**config.mk**
```make
export PLATFORM = sky130hd
export DESIGN_NAME = dcgt_top
export DESIGN_NICKNAME = d
export VERILOG_FILES = /design/src/logic/dcgt_pkg.sv /design/src/logic/dcgt_cnt8.sv /design/src/logic/dcgt_top.sv
export VERILOG_INCLUDE_DIRS = /design/src /design/src/logic
export SDC_FILE = /design/constraint.sdc
export NUM_CORES = 1
export LEC_CHECK = 0
export ABC_AREA = 1
export BUFFER_PORTS_ARGS = -buffer_cell sky130_fd_sc_hd__buf_2
export CAP_MARGIN = 20
export CORE_ASPECT_RATIO = 0.5
export CORE_MARGIN = 8
export CORE_UTILIZATION = 41
export CTS_BUF_LIST = sky130_fd_sc_hd__clkbuf_16
export DETAILED_ROUTE_END_ITERATION = 8
export PLACE_DENSITY = 0.66
export SLEW_MARGIN = 20
export SYNTH_ARGS = -nofsm -noshare
export SYNTH_HDL_FRONTEND = slang
export SYNTH_HIERARCHICAL = 1
export SYNTH_SLANG_ARGS = --single-unit
```
**constraint.sdc**
```tcl
create_clock -name ref_clk -period 2.54 [get_ports ref_clk]
set_input_delay 0.508 -clock ref_clk [delete_from_list [all_inputs] [get_ports ref_clk]]
set_output_delay 0.508 -clock ref_clk [all_outputs]
set_load 0.05 [all_outputs]
```
**src/logic/dcgt_params.svh**
```systemverilog
/*
 Register offsets, field positions, reset values and the decoder width for the
 dual 8-bit gated counter block. Assumes inclusion by the package, the top
 module, the checker and the bench; holds definitions alone.
*/
// Function
// - two independent eight-bit counters
// - six three-state digital outputs
// - dedicated input pin triggers one counter
// - per-counter clock select: external, auxiliary, main
// - counter A halts, runs, or gates
// - gate event sets shared interrupt flag
// - gate event stops gated counter
// - software reads and writes both counters
// - counters cascade into one sixteen-bit counter
// - all sources share one interrupt
// - separate mode: gate, overflow A, overflow B
// - cascade mode: gate or combined overflow
`ifndef DCGT_PARAMS_SVH
`define DCGT_PARAMS_SVH

`define DCGT_ADDR_W 3
`define DCGT_OFS_CTRL 3'h0
`define DCGT_OFS_CNTA 3'h1
`define DCGT_OFS_CNTB 3'h2
`define DCGT_OFS_STAT 3'h3
`define DCGT_OFS_MASK 3'h4
`define DCGT_OFS_OUTD 3'h5
`define DCGT_OFS_OUTE 3'h6

`define DCGT_CTRL_SRCA_LSB 0
`define DCGT_CTRL_SRCB_LSB 2
`define DCGT_CTRL_RUN_LSB 4
`define DCGT_CTRL_CASC_BIT 6
`define DCGT_CTRL_GPOL_BIT 7

`define DCGT_STAT_GATE_BIT 0
`define DCGT_STAT_OVFA_BIT 1
`define DCGT_STAT_OVFB_BIT 2

`define DCGT_CTRL_RST 8'h00
`define DCGT_MASK_RST 3'h0
`define DCGT_OUT_RST 6'h00

`endif

```
**src/logic/dcgt_pkg.sv**
```systemverilog
/*
 Types for the dual 8-bit gated counter block.
 Assumes the params header is on the include path.
*/
`default_nettype none
`include "dcgt_params.svh"

package dcgt_pkg;

    // Clock source of one counter
    typedef enum logic [1:0] {
        DCGT_SRC_OFF,
        DCGT_SRC_EXT,
        DCGT_SRC_AUX,
        DCGT_SRC_MAIN
    } dcgt_src_t;

    // Run control of counter A
    typedef enum logic [1:0] {
        DCGT_RUN_HALT,
        DCGT_RUN_FREE,
        DCGT_RUN_GATE0,
        DCGT_RUN_GATE1
    } dcgt_run_t;

    typedef struct packed {
        logic gate_pol;
        logic cascade;
        dcgt_run_t run;
        dcgt_src_t src_b;
        dcgt_src_t src_a;
    } dcgt_ctrl_t;

    // Software register port
    typedef struct packed {
        logic [`DCGT_ADDR_W-1:0] addr;
        logic [7:0] wdata;
        logic wr;
        logic rd;
    } dcgt_bus_t;

endpackage

`default_nettype wire

```
**src/logic/dcgt_cnt8.sv**
```systemverilog
/*
 One 8-bit up counter with software load and carry out.
 Assumes the tick is a one-cycle enable on the module clock.
*/
`timescale 1ns/1ps
`default_nettype none

module dcgt_cnt8 (
    // Clock and reset
    input wire logic ref_clk,
    input wire logic sys_rst,
    // Control
    input wire logic tick,
    input wire logic load,
    input wire logic [7:0] load_val,
    // State
    output logic [7:0] count,
    output logic wrap
);
    logic [7:0] next_count;

    assign wrap = tick && !load && (count == 8'hff);
    // Wraps from all ones to zero
    assign next_count = load ? load_val : (tick ? count + 8'h01 : count);

    always_ff @(posedge ref_clk) begin
        if (sys_rst) begin
            count <= 8'h00;
        end else begin
            count <= next_count;
        end
    end
endmodule

`default_nettype wire

```
**src/logic/dcgt_top.sv**
```systemverilog
/*
 Dual 8-bit counter with gating, cascade, sticky interrupt status and six
 three-state outputs. Assumes ref_clk at 20 MHz, sync active-high reset and a
 simple strobe register port; external pins arrive asynchronously.
*/
`timescale 1ns/1ps
`default_nettype none
`include "dcgt_params.svh"

module dcgt_top
    import dcgt_pkg::*;
(
    // Clock and reset
    input wire logic ref_clk,
    input wire logic sys_rst,
    // Register port
    input wire dcgt_bus_t bus,
    output logic [7:0] rdata,
    // Clock sources
    input wire logic aux_clk_in,
    input wire logic main_clk_in,
    input wire logic ext_clk_a,
    input wire logic ext_clk_b,
    // Gate and trigger pins
    input wire logic trig_in,
    input wire logic gate_alt_in,
    // Three-state outputs
    output logic [5:0] tp_out,
    output logic [5:0] tp_oe,
    // Interrupt
    output logic irq
);
    localparam int NSRC = 6;

    dcgt_ctrl_t ctrl;
    logic [2:0] stat;
    logic [2:0] mask;
    logic [NSRC-1:0] s1;
    logic [NSRC-1:0] s2;
    logic [NSRC-1:0] s3;
    logic gate_stop;

    // Pin order: aux, main, ext_a, ext_b, trig, gate_alt
    wire [NSRC-1:0] pins = {
        gate_alt_in,
        trig_in,
        ext_clk_b,
        ext_clk_a,
        main_clk_in,
        aux_clk_in
    };

    // Two-flop synchronisers, third flop for edge detect
    genvar gi;
    generate
        for (gi = 0; gi < NSRC; gi++) begin : g_sync
            always_ff @(posedge ref_clk) begin
                if (sys_rst) begin
                    s1[gi] <= 1'b0;
                    s2[gi] <= 1'b0;
                    s3[gi] <= 1'b0;
                end else begin
                    s1[gi] <= pins[gi];
                    s2[gi] <= s1[gi];
                    s3[gi] <= s2[gi];
                end
            end
        end
    endgenerate

    wire [NSRC-1:0] rise = s2 & ~s3;
    wire aux_rise = rise[0];
    wire main_rise = rise[1];
    wire exta_rise = rise[2];
    wire extb_rise = rise[3];

    // Address decode
    wire sel_ctrl = bus.addr == `DCGT_OFS_CTRL;
    wire sel_cnta = bus.addr == `DCGT_OFS_CNTA;
    wire sel_cntb = bus.addr == `DCGT_OFS_CNTB;
    wire sel_stat = bus.addr == `DCGT_OFS_STAT;
    wire sel_mask = bus.addr == `DCGT_OFS_MASK;
    wire sel_outd = bus.addr == `DCGT_OFS_OUTD;
    wire sel_oute = bus.addr == `DCGT_OFS_OUTE;

    // Write strobes
    wire wr_ctrl = bus.wr && sel_ctrl;
    wire wr_cnta = bus.wr && sel_cnta;
    wire wr_cntb = bus.wr && sel_cntb;
    wire wr_stat = bus.wr && sel_stat;
    wire wr_mask = bus.wr && sel_mask;
    wire wr_outd = bus.wr && sel_outd;
    wire wr_oute = bus.wr && sel_oute;

    // Source tick per counter
    function automatic logic pick(input dcgt_src_t s, input logic ext);
        logic r;
        r = 1'b0;
        unique case (s)
            DCGT_SRC_OFF: r = 1'b0;
            DCGT_SRC_EXT: r = ext;
            DCGT_SRC_AUX: r = aux_rise;
            DCGT_SRC_MAIN: r = main_rise;
        endcase
        return r;
    endfunction

    wire src_tick_a = pick(ctrl.src_a, exta_rise);
    wire src_tick_b = pick(ctrl.src_b, extb_rise);

    // Gate selection: dedicated trigger pin or alternate pin
    wire gate_sel_gate0 = ctrl.run == DCGT_RUN_GATE0;
    wire gate_sel_gate1 = ctrl.run == DCGT_RUN_GATE1;
    wire gate_level = gate_sel_gate0 ? s2[4] : s2[5];
    wire gate_prev = gate_sel_gate0 ? s3[4] : s3[5];
    wire gate_act = gate_level ^ ctrl.gate_pol;
    wire gate_prev_act = gate_prev ^ ctrl.gate_pol;
    wire gated = gate_sel_gate0 || gate_sel_gate1;
    // Event is the end of the active gate window
    wire gate_event = gated && gate_prev_act && !gate_act;

    // Run enable for counter A
    logic run_a;
    always_comb begin
        run_a = 1'b0;
        unique case (ctrl.run)
            DCGT_RUN_HALT: run_a = 1'b0;
            DCGT_RUN_FREE: run_a = 1'b1;
            DCGT_RUN_GATE0,
            DCGT_RUN_GATE1: run_a = gate_act && !gate_stop;
        endcase
    end

    // Stop latch: set by the gate event, rearmed by writing A or control
    // Set wins so a gate event beside a rearm write is not lost
    wire gate_rearm = wr_cnta || wr_ctrl;
    logic next_gate_stop;
    assign next_gate_stop = gate_event || (gate_stop && !gate_rearm);

    // Counters
    logic [7:0] cnt_a;
    logic [7:0] cnt_b;
    logic wrap_a;
    logic wrap_b;
    wire tick_a = src_tick_a && run_a;
    // In cascade B counts A overflows
    wire tick_b = ctrl.cascade ? wrap_a : src_tick_b;

    dcgt_cnt8 u_cnt_a (
        .ref_clk(ref_clk),
        .sys_rst(sys_rst),
        .tick(tick_a),
        .load(wr_cnta),
        .load_val(bus.wdata),
        .count(cnt_a),
        .wrap(wrap_a)
    );

    dcgt_cnt8 u_cnt_b (
        .ref_clk(ref_clk),
        .sys_rst(sys_rst),
        .tick(tick_b),
        .load(wr_cntb),
        .load_val(bus.wdata),
        .count(cnt_b),
        .wrap(wrap_b)
    );

    // Interrupt events by mode
    logic [2:0] ev;
    always_comb begin
        ev = 3'h0;
        ev[`DCGT_STAT_GATE_BIT] = gate_event;
        if (ctrl.cascade) begin
            ev[`DCGT_STAT_OVFB_BIT] = wrap_b;
        end else begin
            ev[`DCGT_STAT_OVFA_BIT] = wrap_a;
            ev[`DCGT_STAT_OVFB_BIT] = wrap_b;
        end
    end

    // Set wins over write-one-to-clear
    wire [2:0] clr = wr_stat ? bus.wdata[2:0] : 3'h0;
    wire [2:0] next_stat = (stat & ~clr) | ev;

    // Single shared request
    assign irq = |(stat & mask);

    // Three-state outputs
    logic [5:0] out_d;
    logic [5:0] out_e;
    assign tp_out = out_d;
    assign tp_oe = out_e;

    always_ff @(posedge ref_clk) begin
        if (sys_rst) begin
            ctrl <= `DCGT_CTRL_RST;
        end else if (wr_ctrl) begin
            ctrl <= bus.wdata;
        end
    end

    always_ff @(posedge ref_clk) begin
        if (sys_rst) begin
            mask <= `DCGT_MASK_RST;
        end else if (wr_mask) begin
            mask <= bus.wdata[2:0];
        end
    end

    always_ff @(posedge ref_clk) begin
        if (sys_rst) begin
            out_d <= `DCGT_OUT_RST;
        end else if (wr_outd) begin
            out_d <= bus.wdata[5:0];
        end
    end

    always_ff @(posedge ref_clk) begin
        if (sys_rst) begin
            out_e <= `DCGT_OUT_RST;
        end else if (wr_oute) begin
            out_e <= bus.wdata[5:0];
        end
    end

    always_ff @(posedge ref_clk) begin
        if (sys_rst) begin
            gate_stop <= 1'b0;
        end else begin
            gate_stop <= next_gate_stop;
        end
    end

    // Sticky status, one flop per event
    generate
        for (gi = 0; gi < 3; gi++) begin : g_stat
            always_ff @(posedge ref_clk) begin
                if (sys_rst) begin
                    stat[gi] <= 1'b0;
                end else begin
                    stat[gi] <= next_stat[gi];
                end
            end
        end
    endgenerate

    // Read mux, registered
    logic [7:0] rmux;
    always_comb begin
        rmux = 8'h00;
        unique case (bus.addr)
            `DCGT_OFS_CTRL: rmux = ctrl;
            `DCGT_OFS_CNTA: rmux = cnt_a;
            `DCGT_OFS_CNTB: rmux = cnt_b;
            `DCGT_OFS_STAT: rmux = {5'h00, stat};
            `DCGT_OFS_MASK: rmux = {5'h00, mask};
            `DCGT_OFS_OUTD: rmux = {2'h0, out_d};
            `DCGT_OFS_OUTE: rmux = {2'h0, out_e};
            default: rmux = 8'h00;
        endcase
    end

    always_ff @(posedge ref_clk) begin
        if (sys_rst) begin
            rdata <= 8'h00;
        end else begin
            rdata <= bus.rd ? rmux : 8'h00;
        end
    end
endmodule

`default_nettype wire

```
=== After elaboration in Yosys (flattened, before gate mapping) ===
Index checks and enable logic that the tools add are counted.

* Word-level logic and storage cells: 107
* Bits in registers: 69

* $add $sub $neg: 2
* Bitwise logic cells: 9
* Reduce and logical (&&, ||, !) cells: 33
* Muxes and demuxes: 13
* Eq/ne operators: 17

{| class="wikitable"
|+ Operators with widths
! kind !! number
|-
| $pmux 8 s7 || 1
|-
| $mux 8 || 4
|-
| $add 8x1->8 const B || 2
|-
| $eq 8x8->1 const B || 2
|-
| $logic_and 1x1->1 || 16
|-
| $eq 2x2->1 const B || 6
|-
| $eq 3x3->1 const B || 3
|-
| $pmux 1 s4 || 2
|-
| $and 3x3->3 || 2
|-
| $eq 2x1->1 const B || 3
|-
| $eq 3x2->1 const B || 2
|-
| $logic_not 2->1 || 3
|-
| $logic_not 1->1 || 5
|-
| $and 4x4->4 || 1
|-
| $mux 1 || 4
|-
| $not 4->4 || 1
|-
| $reduce_bool 2->1 || 2
|-
| $reduce_or 2->1 || 2
|-
| $eq 3x1->1 const B || 1
|-
| $logic_not 3->1 || 1
|-
| $logic_or 1x1->1 || 3
|-
| $mux 3 || 1
|-
| $not 3->3 || 1
|-
| $or 3x3->3 || 1
|-
| other kinds (4) || 5
|}

=== Longest topological paths before layout ===
Gate-level depths: netlist (run 1).

* Depth in word-level cells: 12
* Mapped depth: 18

=== Cells and area by module ===
The synthesis (run 1) kept the hierarchy.

{| class="wikitable"
|+ Modules (own cells, without submodules)
! module !! area an instance (um^2) !! cells each !! instances
|-
| dcgt_top || 2,258.4 || 307 || 1
|-
| dcgt_cnt8 || 521.8 || 71 || 2
|}

=== Worst setup path before layout (run 1) ===
OpenSTA, ideal clock, no wires.

* Path type: input port to flip-flop
* From: in bus[11] in the netlist's numbering
* To: reg stat[2]
* Path slack: 274 ps
* Stages on the path: 16
* Buffers on the path: 2
* Required time: 2,475 ps
* Library setup time: 65 ps
* Arrival: 2,201 ps
* Cells stage by stage: buf_4 -> inv_4 -> nand3_2 -> inv_2 -> nand2_1 -> inv_1 -> buf_4 -> inv_4 -> nand2_4 -> nor4_2 -> nand2_1 -> nand2_1 -> nand2_4 -> nor4_2 -> a21oi_1 -> nor2_1

* Word-level cells in the longest chain between the ends: 9

{| class="wikitable"
|+ RTL lines
! what !! line !! text
|-
| start: declaration || dcgt_top.sv:17 || <nowiki>input wire dcgt_bus_t bus,</nowiki>
|-
| $eq 3x1->1 || n/a ||
|-
| $logic_and 1x1->1 || dcgt_top.sv:88 || <nowiki>wire wr_cnta = bus.wr && sel_cnta;</nowiki>
|-
| net wr_cnta || dcgt_top.sv:88 ||
|-
| $logic_not 1->1 || dcgt_cnt8.sv:22 || <nowiki>assign wrap = tick && !load && (count == 8'hff);</nowiki>
|-
| $logic_and 1x1->1 (2 in a row) || dcgt_cnt8.sv:22 ||
|-
| net wrap_a || dcgt_top.sv:143 || <nowiki>logic wrap_a;</nowiki>
|-
| $mux 1 || dcgt_top.sv:147 || <nowiki>wire tick_b = ctrl.cascade ? wrap_a : src_tick_b;</nowiki>
|-
| net tick_b || dcgt_top.sv:147 ||
|-
| $logic_and 1x1->1 (2 in a row) || dcgt_cnt8.sv:22 ||
|-
| net wrap_b || dcgt_top.sv:144 || <nowiki>logic wrap_b;</nowiki>
|-
| $or 3x3->3 || dcgt_top.sv:184 || <nowiki>wire [2:0] next_stat = (stat & ~clr) | ev;</nowiki>
|-
| end signal: indexed assignment || dcgt_top.sv:242 || <nowiki>stat[gi] <= next_stat[gi];</nowiki>
|-
| end: declaration || dcgt_top.sv:36 || <nowiki>logic [2:0] stat;</nowiki>
|}

The timed path passes the listed nets, and every way through them passes these cells.
A chain may end at the register's enable or synchronous reset.

=== Worst setup path after layout (run 1) ===
* From: reg ctrl[4] in the netlist's numbering
* To: reg u_cnt_b.count[6]

* Word-level cells in the longest chain between the ends: 10

{| class="wikitable"
|+ RTL lines
! what !! line !! text
|-
| start: declaration || dcgt_top.sv:35 || <nowiki>dcgt_ctrl_t ctrl;</nowiki>
|-
| start signal: assignment || dcgt_top.sv:197 || <nowiki>ctrl <= `DCGT_CTRL_RST;</nowiki>
|-
| start signal: assignment || dcgt_top.sv:199 || <nowiki>ctrl <= bus.wdata;</nowiki>
|-
| $eq 2x2->1 || dcgt_top.sv:112, dcgt_top.sv:126 ||
|-
| $mux 1 || dcgt_top.sv:114 || <nowiki>wire gate_level = gate_sel_gate0 ? s2[4] : s2[5];</nowiki>
|-
| $xor 1x1->1 || dcgt_top.sv:116 || <nowiki>wire gate_act = gate_level ^ ctrl.gate_pol;</nowiki>
|-
| $logic_and 1x1->1 || dcgt_top.sv:130 || <nowiki>DCGT_RUN_GATE1: run_a = gate_act && !gate_stop;</nowiki>
|-
| $pmux 1 s3 * || dcgt_top.sv:126 || <nowiki>unique case (ctrl.run)</nowiki>
|-
| $logic_and 1x1->1 * || dcgt_top.sv:145 || <nowiki>wire tick_a = src_tick_a && run_a;</nowiki>
|-
| net tick_a || dcgt_top.sv:145 ||
|-
| $logic_and 1x1->1 * (2 in a row) || dcgt_cnt8.sv:22 ||
|-
| net wrap_a || dcgt_top.sv:143 ||
|-
| $mux 1 * || dcgt_top.sv:147 ||
|-
| net tick_b || dcgt_top.sv:147 ||
|-
| $reduce_bool 2->1 (no line) * || n/a ||
|-
| end signal: assignment || dcgt_cnt8.sv:30 || <nowiki>count <= next_count;</nowiki>
|-
| end: declaration || dcgt_cnt8.sv:17 || <nowiki>output logic [7:0] count,</nowiki>
|}

The timed path passes the listed nets; every way through them passes the cells marked *.

==> results.sh, run 1 <==
export IMPL_drc_errors=0
export IMPL_ctsResizeCount=0
export IMPL_r2r_end="u_cnt_b/count[6]"
export IMPL_relSlewSlack_pct=58.25
export IMPL_grt_total_usage_pct=14.83
export IMPL_grt_pass1_wl_mm=13.22
export IMPL_n_antenna_cell=0
export IMPL_status="complete, no violations"
export IMPL_path_max_fanout=6
export IMPL_die_area_um2=11360
export IMPL_antenna_found_initial=0
export IMPL_clk_pin_slew_ns=0.05
export IMPL_timing_worst_setup_path_type="register to register"
export IMPL_dieHeight_um=79.46
export IMPL_hold_violations=0
export IMPL_post_route_period_util_pct=88.81
export IMPL_rr_worst_depth=15
export IMPL_yosys_area_top_type="dfxtp_1"
export IMPL_synthesis_area_um2=3302
export IMPL_gp_congestion=0.8614
export IMPL_cts_tree="done"
export IMPL_syn_nets=472
export IMPL_drt_antenna_violating_nets=0
export IMPL_vias_per_cell=4.851
export IMPL_rrSetupSlack_ns=0.28
export IMPL_numCtsBuffers=9
export IMPL_die_x_um=142.9
export IMPL_drv_slew=0
export IMPL_rsz0062_at_grt="false"
export IMPL_crit_required_ns=2.77
export IMPL_netlist_instances=449
export IMPL_cellPowerDensity_nw_per_um2=648.6
export IMPL_ios=42
export IMPL_overflow=0
export IMPL_ctsHoldBuffers=0
export IMPL_nNetsFinal=516
export IMPL_synth_cell_types=35
export IMPL_rows=23
export IMPL_clk_path_buf_depth=2
export IMPL_layout_min_cycle_time_ns=2.256
export IMPL_tightest_slew_ns=0.6255
export IMPL_numClockSinks=69
export IMPL_critPathArrivalTime_ns=2.48
export IMPL_synth_area_leaders="dfxtp_1, nand2_1, inv_1, a21oi_1, nor2_1"
export IMPL_area_growth_syn_to_layout_pct=17.89
export IMPL_io_buffers=41
export IMPL_ys_ff_latch=69
export IMPL_num_vias=2959
export IMPL_hp_class="input port to register"
export IMPL_setup_viol=0
export IMPL_whs_endpoint="s1[0]"
export IMPL_drtIter0Drc=219
export IMPL_grt_max_degree=36
export IMPL_clk_latency_ns=0.33
export IMPL_first_pass_iters=5
export IMPL_cp_start_kind="register"
export IMPL_wl_per_cell_um=13.45
export IMPL_yosysWarningCount=6
export IMPL_start_util_pct=41.72
export IMPL_end_kind="register"
export IMPL_clockRootBuffer="clkbuf_16"
export IMPL_maxCapViolCount=0
export IMPL_avgSynthCellArea_um2=7.354
export IMPL_synth_top_area_share_pct=41.83
export IMPL_fin_setup_tns_ns=0
export IMPL_ir_worst_vdd_v=0.0003635
export IMPL_detailed_place_hpwl_mm=5.994
export IMPL_ys_seq_area_share_pct=41.83
export IMPL_fmax_ghz=0.4433
export IMPL_hold_depth=3
export IMPL_finish_utilization_pct=49.19
export IMPL_skew_ns=0.006471
export IMPL_dp_slack_ns=0.1028
export IMPL_min_from="aux_clk_in"
export IMPL_p_leak_nw=1.586
export IMPL_coreArea_um2=7914
export IMPL_fin_ws_ns=0.2841
export IMPL_postCtsSetupBuffers=0
export IMPL_r2r_start="ctrl[4]"
export IMPL_grt_pass1_vias=2686
export IMPL_cts_htree_levels=3
export IMPL_routed_wl_mm=8.206
export IMPL_drive_gt1_share_pct=19.28
[where the power goes]
| part | leakage (nW) | internal (W) | switching [W] | total (W) |
|---|---|---|---|---|
| clock network | 0.145 | 0.000744 | 0.000441 | 0.00119 |
| logic | 0.879 | 0.0000581 | 0.000146 | 0.000204 |
| registers | 0.561 | 0.00111 | 0.0000207 | 0.00114 |
| total | 1.59 | 0.00192 | 0.000608 | 0.00252 |
[registers in the layout, summed over array words and instances (netlist names), 6 cells and up]
register and cells:
ctrl 8, rdata 8, s1 6, s2 6, s3 6, tp_oe 6
tp_out 6, u_cnt_a/count 8, u_cnt_b/count 8
[synth_stat cells]
library cell / n
o21ai_0: 28
clkbuf_1: 5
o31ai_1: 1
dfxtp_1: 69
nor4_2: 2
nand3_2: 8
buf_4: 7
nand2_1: 73
o211ai_1: 5
ha_1: 2
a21oi_1: 39
nor4_1: 1
o2111ai_1: 1
o22ai_1: 4
buf_6: 1
nor3_4: 2
xnor2_1: 4
inv_1: 68
nor2_1: 49
nand4_1: 6
inv_4: 7
nor2_4: 3
nand2_4: 2
nor2_2: 2
buf_2: 1
nand3_1: 31
inv_2: 2
xor2_1: 2
nor3_1: 5
a21oi_2: 2
a22oi_1: 8
a22oi_2: 2
o21ai_1: 2
o21bai_1: 2
nand2_2: 3
[kinds of logic after synthesis]
logic type               synth area share (%)
flip-flops                              41.83
adder cells (fa/ha/maj)                0.7577
XOR/XNOR                                1.591
buffers and inverters                   11.94
AND/OR/NAND/NOR                         27.47
AO/OA/AOI/OAI                           16.41
[layer usage]
layer | part of all wire, % | wire, um | up-vias | GRT usage, %
met2 | 41 | 3360 | 81 | 21.84
li1 | - | - | 1546 | -
met5 | 0 | 0 | - | 0
met3 | 7.4 | 611 | 11 | 5.430
met1 | 50 | 4098 | 1321 | 19.59
met4 | 1.7 | 136 | 0 | 5.152
[worst max-delay path by stage]
stage | startpoint | end | cells after the start | slack (ns)
global placement | bus[12] | stat[2] | 15 | 0.22
global route | ctrl[4] | stat[2] | 13 | 0.04
CTS | ctrl[4] | stat[2] | 14 | 0.22
floorplan | bus[11] | stat[2] | 16 | 0.27
finish | ctrl[4] | u_cnt_b/count[6] | 15 | 0.28
detailed placement | bus[12] | stat[2] | 15 | 0.10
[per-stage QoR]
stage	hold WS (ns)	instance area [um^2]	power (W)	instances
2_1_floorplan	0.3883	3302	0.001293	449
3_3_place_gp	0.3888	3605	0.001359	594
3_5_place_dp	0.3923	3605	0.001360	594
4_1_cts	0.3709	3889	0.002545	610
5_1_grt	0.3795	3892	0.002613	610
6_report	0.3755	3892	0.002525	610
[placed cells by master, fill, tap and decap left out, types with 3 or more instances in the layout]
| cell type | synthesis | routed |
|---|---|---|
| nand2_1 | 73 | 73 |
| inv_1 | 68 | 70 |
| dfxtp_1 | 69 | 69 |
| nor2_1 | 49 | 49 |
| buf_2 | 1 | 41 |
| a21oi_1 | 39 | 38 |
| nand3_1 | 31 | 31 |
| o21ai_0 | 28 | 28 |
| clkbuf_16 | 0 | 9 |
| nand3_2 | 8 | 8 |
| a22oi_1 | 8 | 8 |
| inv_4 | 7 | 7 |
| nand4_1 | 6 | 6 |
| buf_4 | 7 | 6 |
| o211ai_1 | 5 | 5 |
| nor3_1 | 5 | 5 |
| o22ai_1 | 4 | 4 |
| xnor2_1 | 4 | 4 |
| a21oi_2 | 2 | 3 |
| nor2_4 | 3 | 3 |
| nand2_2 | 3 | 3 |
[area by class of cell]
| type | count | area [um^2] |
|---|---|---|
| Sequential cell | 69 | 1381 |
| Timing Repair Buffer | 47 | 250.2 |
| Tap cell | 112 | 140.1 |
| Clock buffer | 9 | 225.2 |
| Clock inverter | 7 | 58.81 |
| Multi-Input combinational cell | 289 | 1530 |
| Fill cell | 796 | 4021 |
| Inverter | 77 | 306.5 |
[worst max-delay path, stage by stage (launching register included)]
cell and delay (ns):
dfxtp_1 0.33, inv_1 0.12, nand2_1 0.12, nand2_1 0.06, nand3_1 0.09, nand3_1 0.10, a21oi_2 0.21, nand2_4 0.10
nor4_2 0.30, nand2_1 0.09, nand2_1 0.21, nor2_4 0.09, a22oi_2 0.13, nand3_1 0.10, nand2_1 0.08, inv_1 0.04
(Power assumes the default switching activity.)
==> inputs of run 2 (changes only) <==
- REMOVE_ABC_BUFFERS: unset -> 1
- SKIP_CTS_REPAIR_TIMING: unset -> 1
==> run 2 against run 1 <==
Worst setup slack worse by 0.0048 ns. Core utilization up 0.57 points. Count of clock-buffer cells in the layout did not move. Sequential cell count is the same. Worst hold slack got worse by 0.0031 ns. Sequential power barely moved. Critical endpoint is now stat[2]. Largest power group unchanged.
==> results.sh, run 2 (synthesis gave the netlist of run 1 again) <==
export IMPL_setup_viol=0
export IMPL_timing_worst_setup_path_type="register to register"
export IMPL_skew_ns=0.006954
export IMPL_nNetsFinal=515
export IMPL_p_leak_nw=1.603
export IMPL_post_route_period_util_pct=89.00
export IMPL_cts_htree_levels=3
export IMPL_clk_path_buf_depth=2
export IMPL_tightest_slew_ns=0.6038
export IMPL_grt_pass1_wl_mm=13.63
export IMPL_detailed_place_hpwl_mm=6.000
export IMPL_path_max_fanout=6
export IMPL_fmax_ghz=0.4423
export IMPL_drtIter0Drc=220
export IMPL_clk_pin_slew_ns=0.06
export IMPL_layout_commonest_cell="nand2_1"
export IMPL_io_buffers=41
export IMPL_drt_antenna_violating_nets=0
export IMPL_wl_per_cell_um=13.83
export IMPL_ir_worst_vdd_v=0.0003791
export IMPL_num_vias=2985
export IMPL_grt_max_degree=36
export IMPL_clockRootBuffer="clkbuf_16"
export IMPL_crit_required_ns=2.81
export IMPL_coreArea_um2=7914
export IMPL_drive_gt1_share_pct=19.32
export IMPL_critPathArrivalTime_ns=2.53
export IMPL_rsz0062_at_grt="false"
export IMPL_p_seq_share_pct=41.1
export IMPL_drv_slew=0
export IMPL_overflow=0
export IMPL_hp_class="input port to register"
export IMPL_cts_tree="done"
export IMPL_n_antenna_cell=0
export IMPL_clk_latency_ns=0.33
export IMPL_vias_per_cell=4.901
export IMPL_hold_violations=0
export IMPL_area_growth_syn_to_layout_pct=19.25
export IMPL_n_fill_cell=778
export IMPL_end_kind="register"
export IMPL_status="complete, no violations"
export IMPL_whs_ns=0.3724
export IMPL_first_pass_iters=5
export IMPL_mostFrequentLayoutCells="nand2_1, inv_1, dfxtp_1"
export IMPL_dieHeight_um=79.46
export IMPL_switching_power_w=0.0006326
export IMPL_numClockSinks=69
export IMPL_ios=42
export IMPL_swShare_pct=22.94
export IMPL_p_clk_share_pct=51.6
export IMPL_routed_wl_mm=8.421
export IMPL_cp_start_kind="register"
export IMPL_fin_setup_tns_ns=0
export IMPL_maxCapViolCount=0
export IMPL_grt_pass1_vias=2716
export IMPL_start_util_pct=41.72
export IMPL_rows=23
export IMPL_grt_total_usage_pct=15.43
export IMPL_fin_ws_ns=0.2793
export IMPL_die_x_um=142.9
export IMPL_p_int_w=0.002125
export IMPL_numCtsBuffers=9
export IMPL_comb_power_share_pct=7.3
export IMPL_cellPowerDensity_nw_per_um2=700.4
export IMPL_antenna_found_initial=0
export IMPL_drc_errors=0
export IMPL_gp_congestion=0.8666
export IMPL_layout_min_cycle_time_ns=2.261
export IMPL_die_area_um2=11360
export IMPL_dp_slack_ns=0.1601
export IMPL_relSlewSlack_pct=59.70
run 2: stage by stage:
stage	cells	utilization, %	cell area, um^2	total power [W]
finish	609	49.75	3938	0.002758
global route	609	49.75	3938	0.002858
CTS	609	49.75	3938	0.002783
detailed placement	593	45.45	3597	0.001357
global placement	593	45.45	3597	0.001356
floorplan	435	-	3214	0.001271
run 2: path summary, 6_finish.rpt:
kind	start	end	slack [ns]	cells after the start
worst max-delay path	ctrl[4]	stat[2]	0.28	14
worst min-delay path	aux_clk_in	s1[0]	0.37	3
worst max register to register	ctrl[4]	stat[2]	0.28	14
worst min register to register	s1[2]	s2[2]	0.40	2
run 2: routing by layer:
layer  vias to the layer above  GRT usage [%]  share of wire (%)
li1                       1541              -                  -
met1                      1329          20.44                 48
met2                       101          23.16                 44
met3                        14          4.535                7.2
met4                         0          6.204                1.6
met5                         -              0                  0
run 2: area by class of cell:
class	instances	area [um^2]	share of cell area, %
timing repair buffer	46	242.7	6.165
inverter	77	306.5	7.785
multi-input combinational	289	1526	38.77
sequential	69	1381	35.08
clock buffer	9	225.2	5.720
tap	112	140.1	3.559
clock inverter	7	115.1	2.923
run 2: critical path, stage by stage, from the launching register on:
cell     delay [ns]
dfxtp_1        0.32
inv_1          0.10
nand2_1        0.11
nand2_1        0.06
nand3_1        0.09
nand3_1        0.09
a21oi_1        0.29
nand2_4        0.12
nor4_2         0.26
nand2_1        0.08
nand2_1        0.22
nand2_4        0.11
nor4_2         0.21
a21oi_1        0.06
nor2_1         0.08
run 2: power by group through the flow:
stage | Sequential [W] | Clock, W | Combinational (W)
floorplan | 0.00118 | 0 | 0.0000903
global placement | 0.00116 | 0 | 0.000198
detailed placement | 0.00116 | 0 | 0.000199
CTS | 0.00113 | 0.00145 | 0.000200
global route | 0.00114 | 0.00150 | 0.000223
finish | 0.00113 | 0.00142 | 0.000201
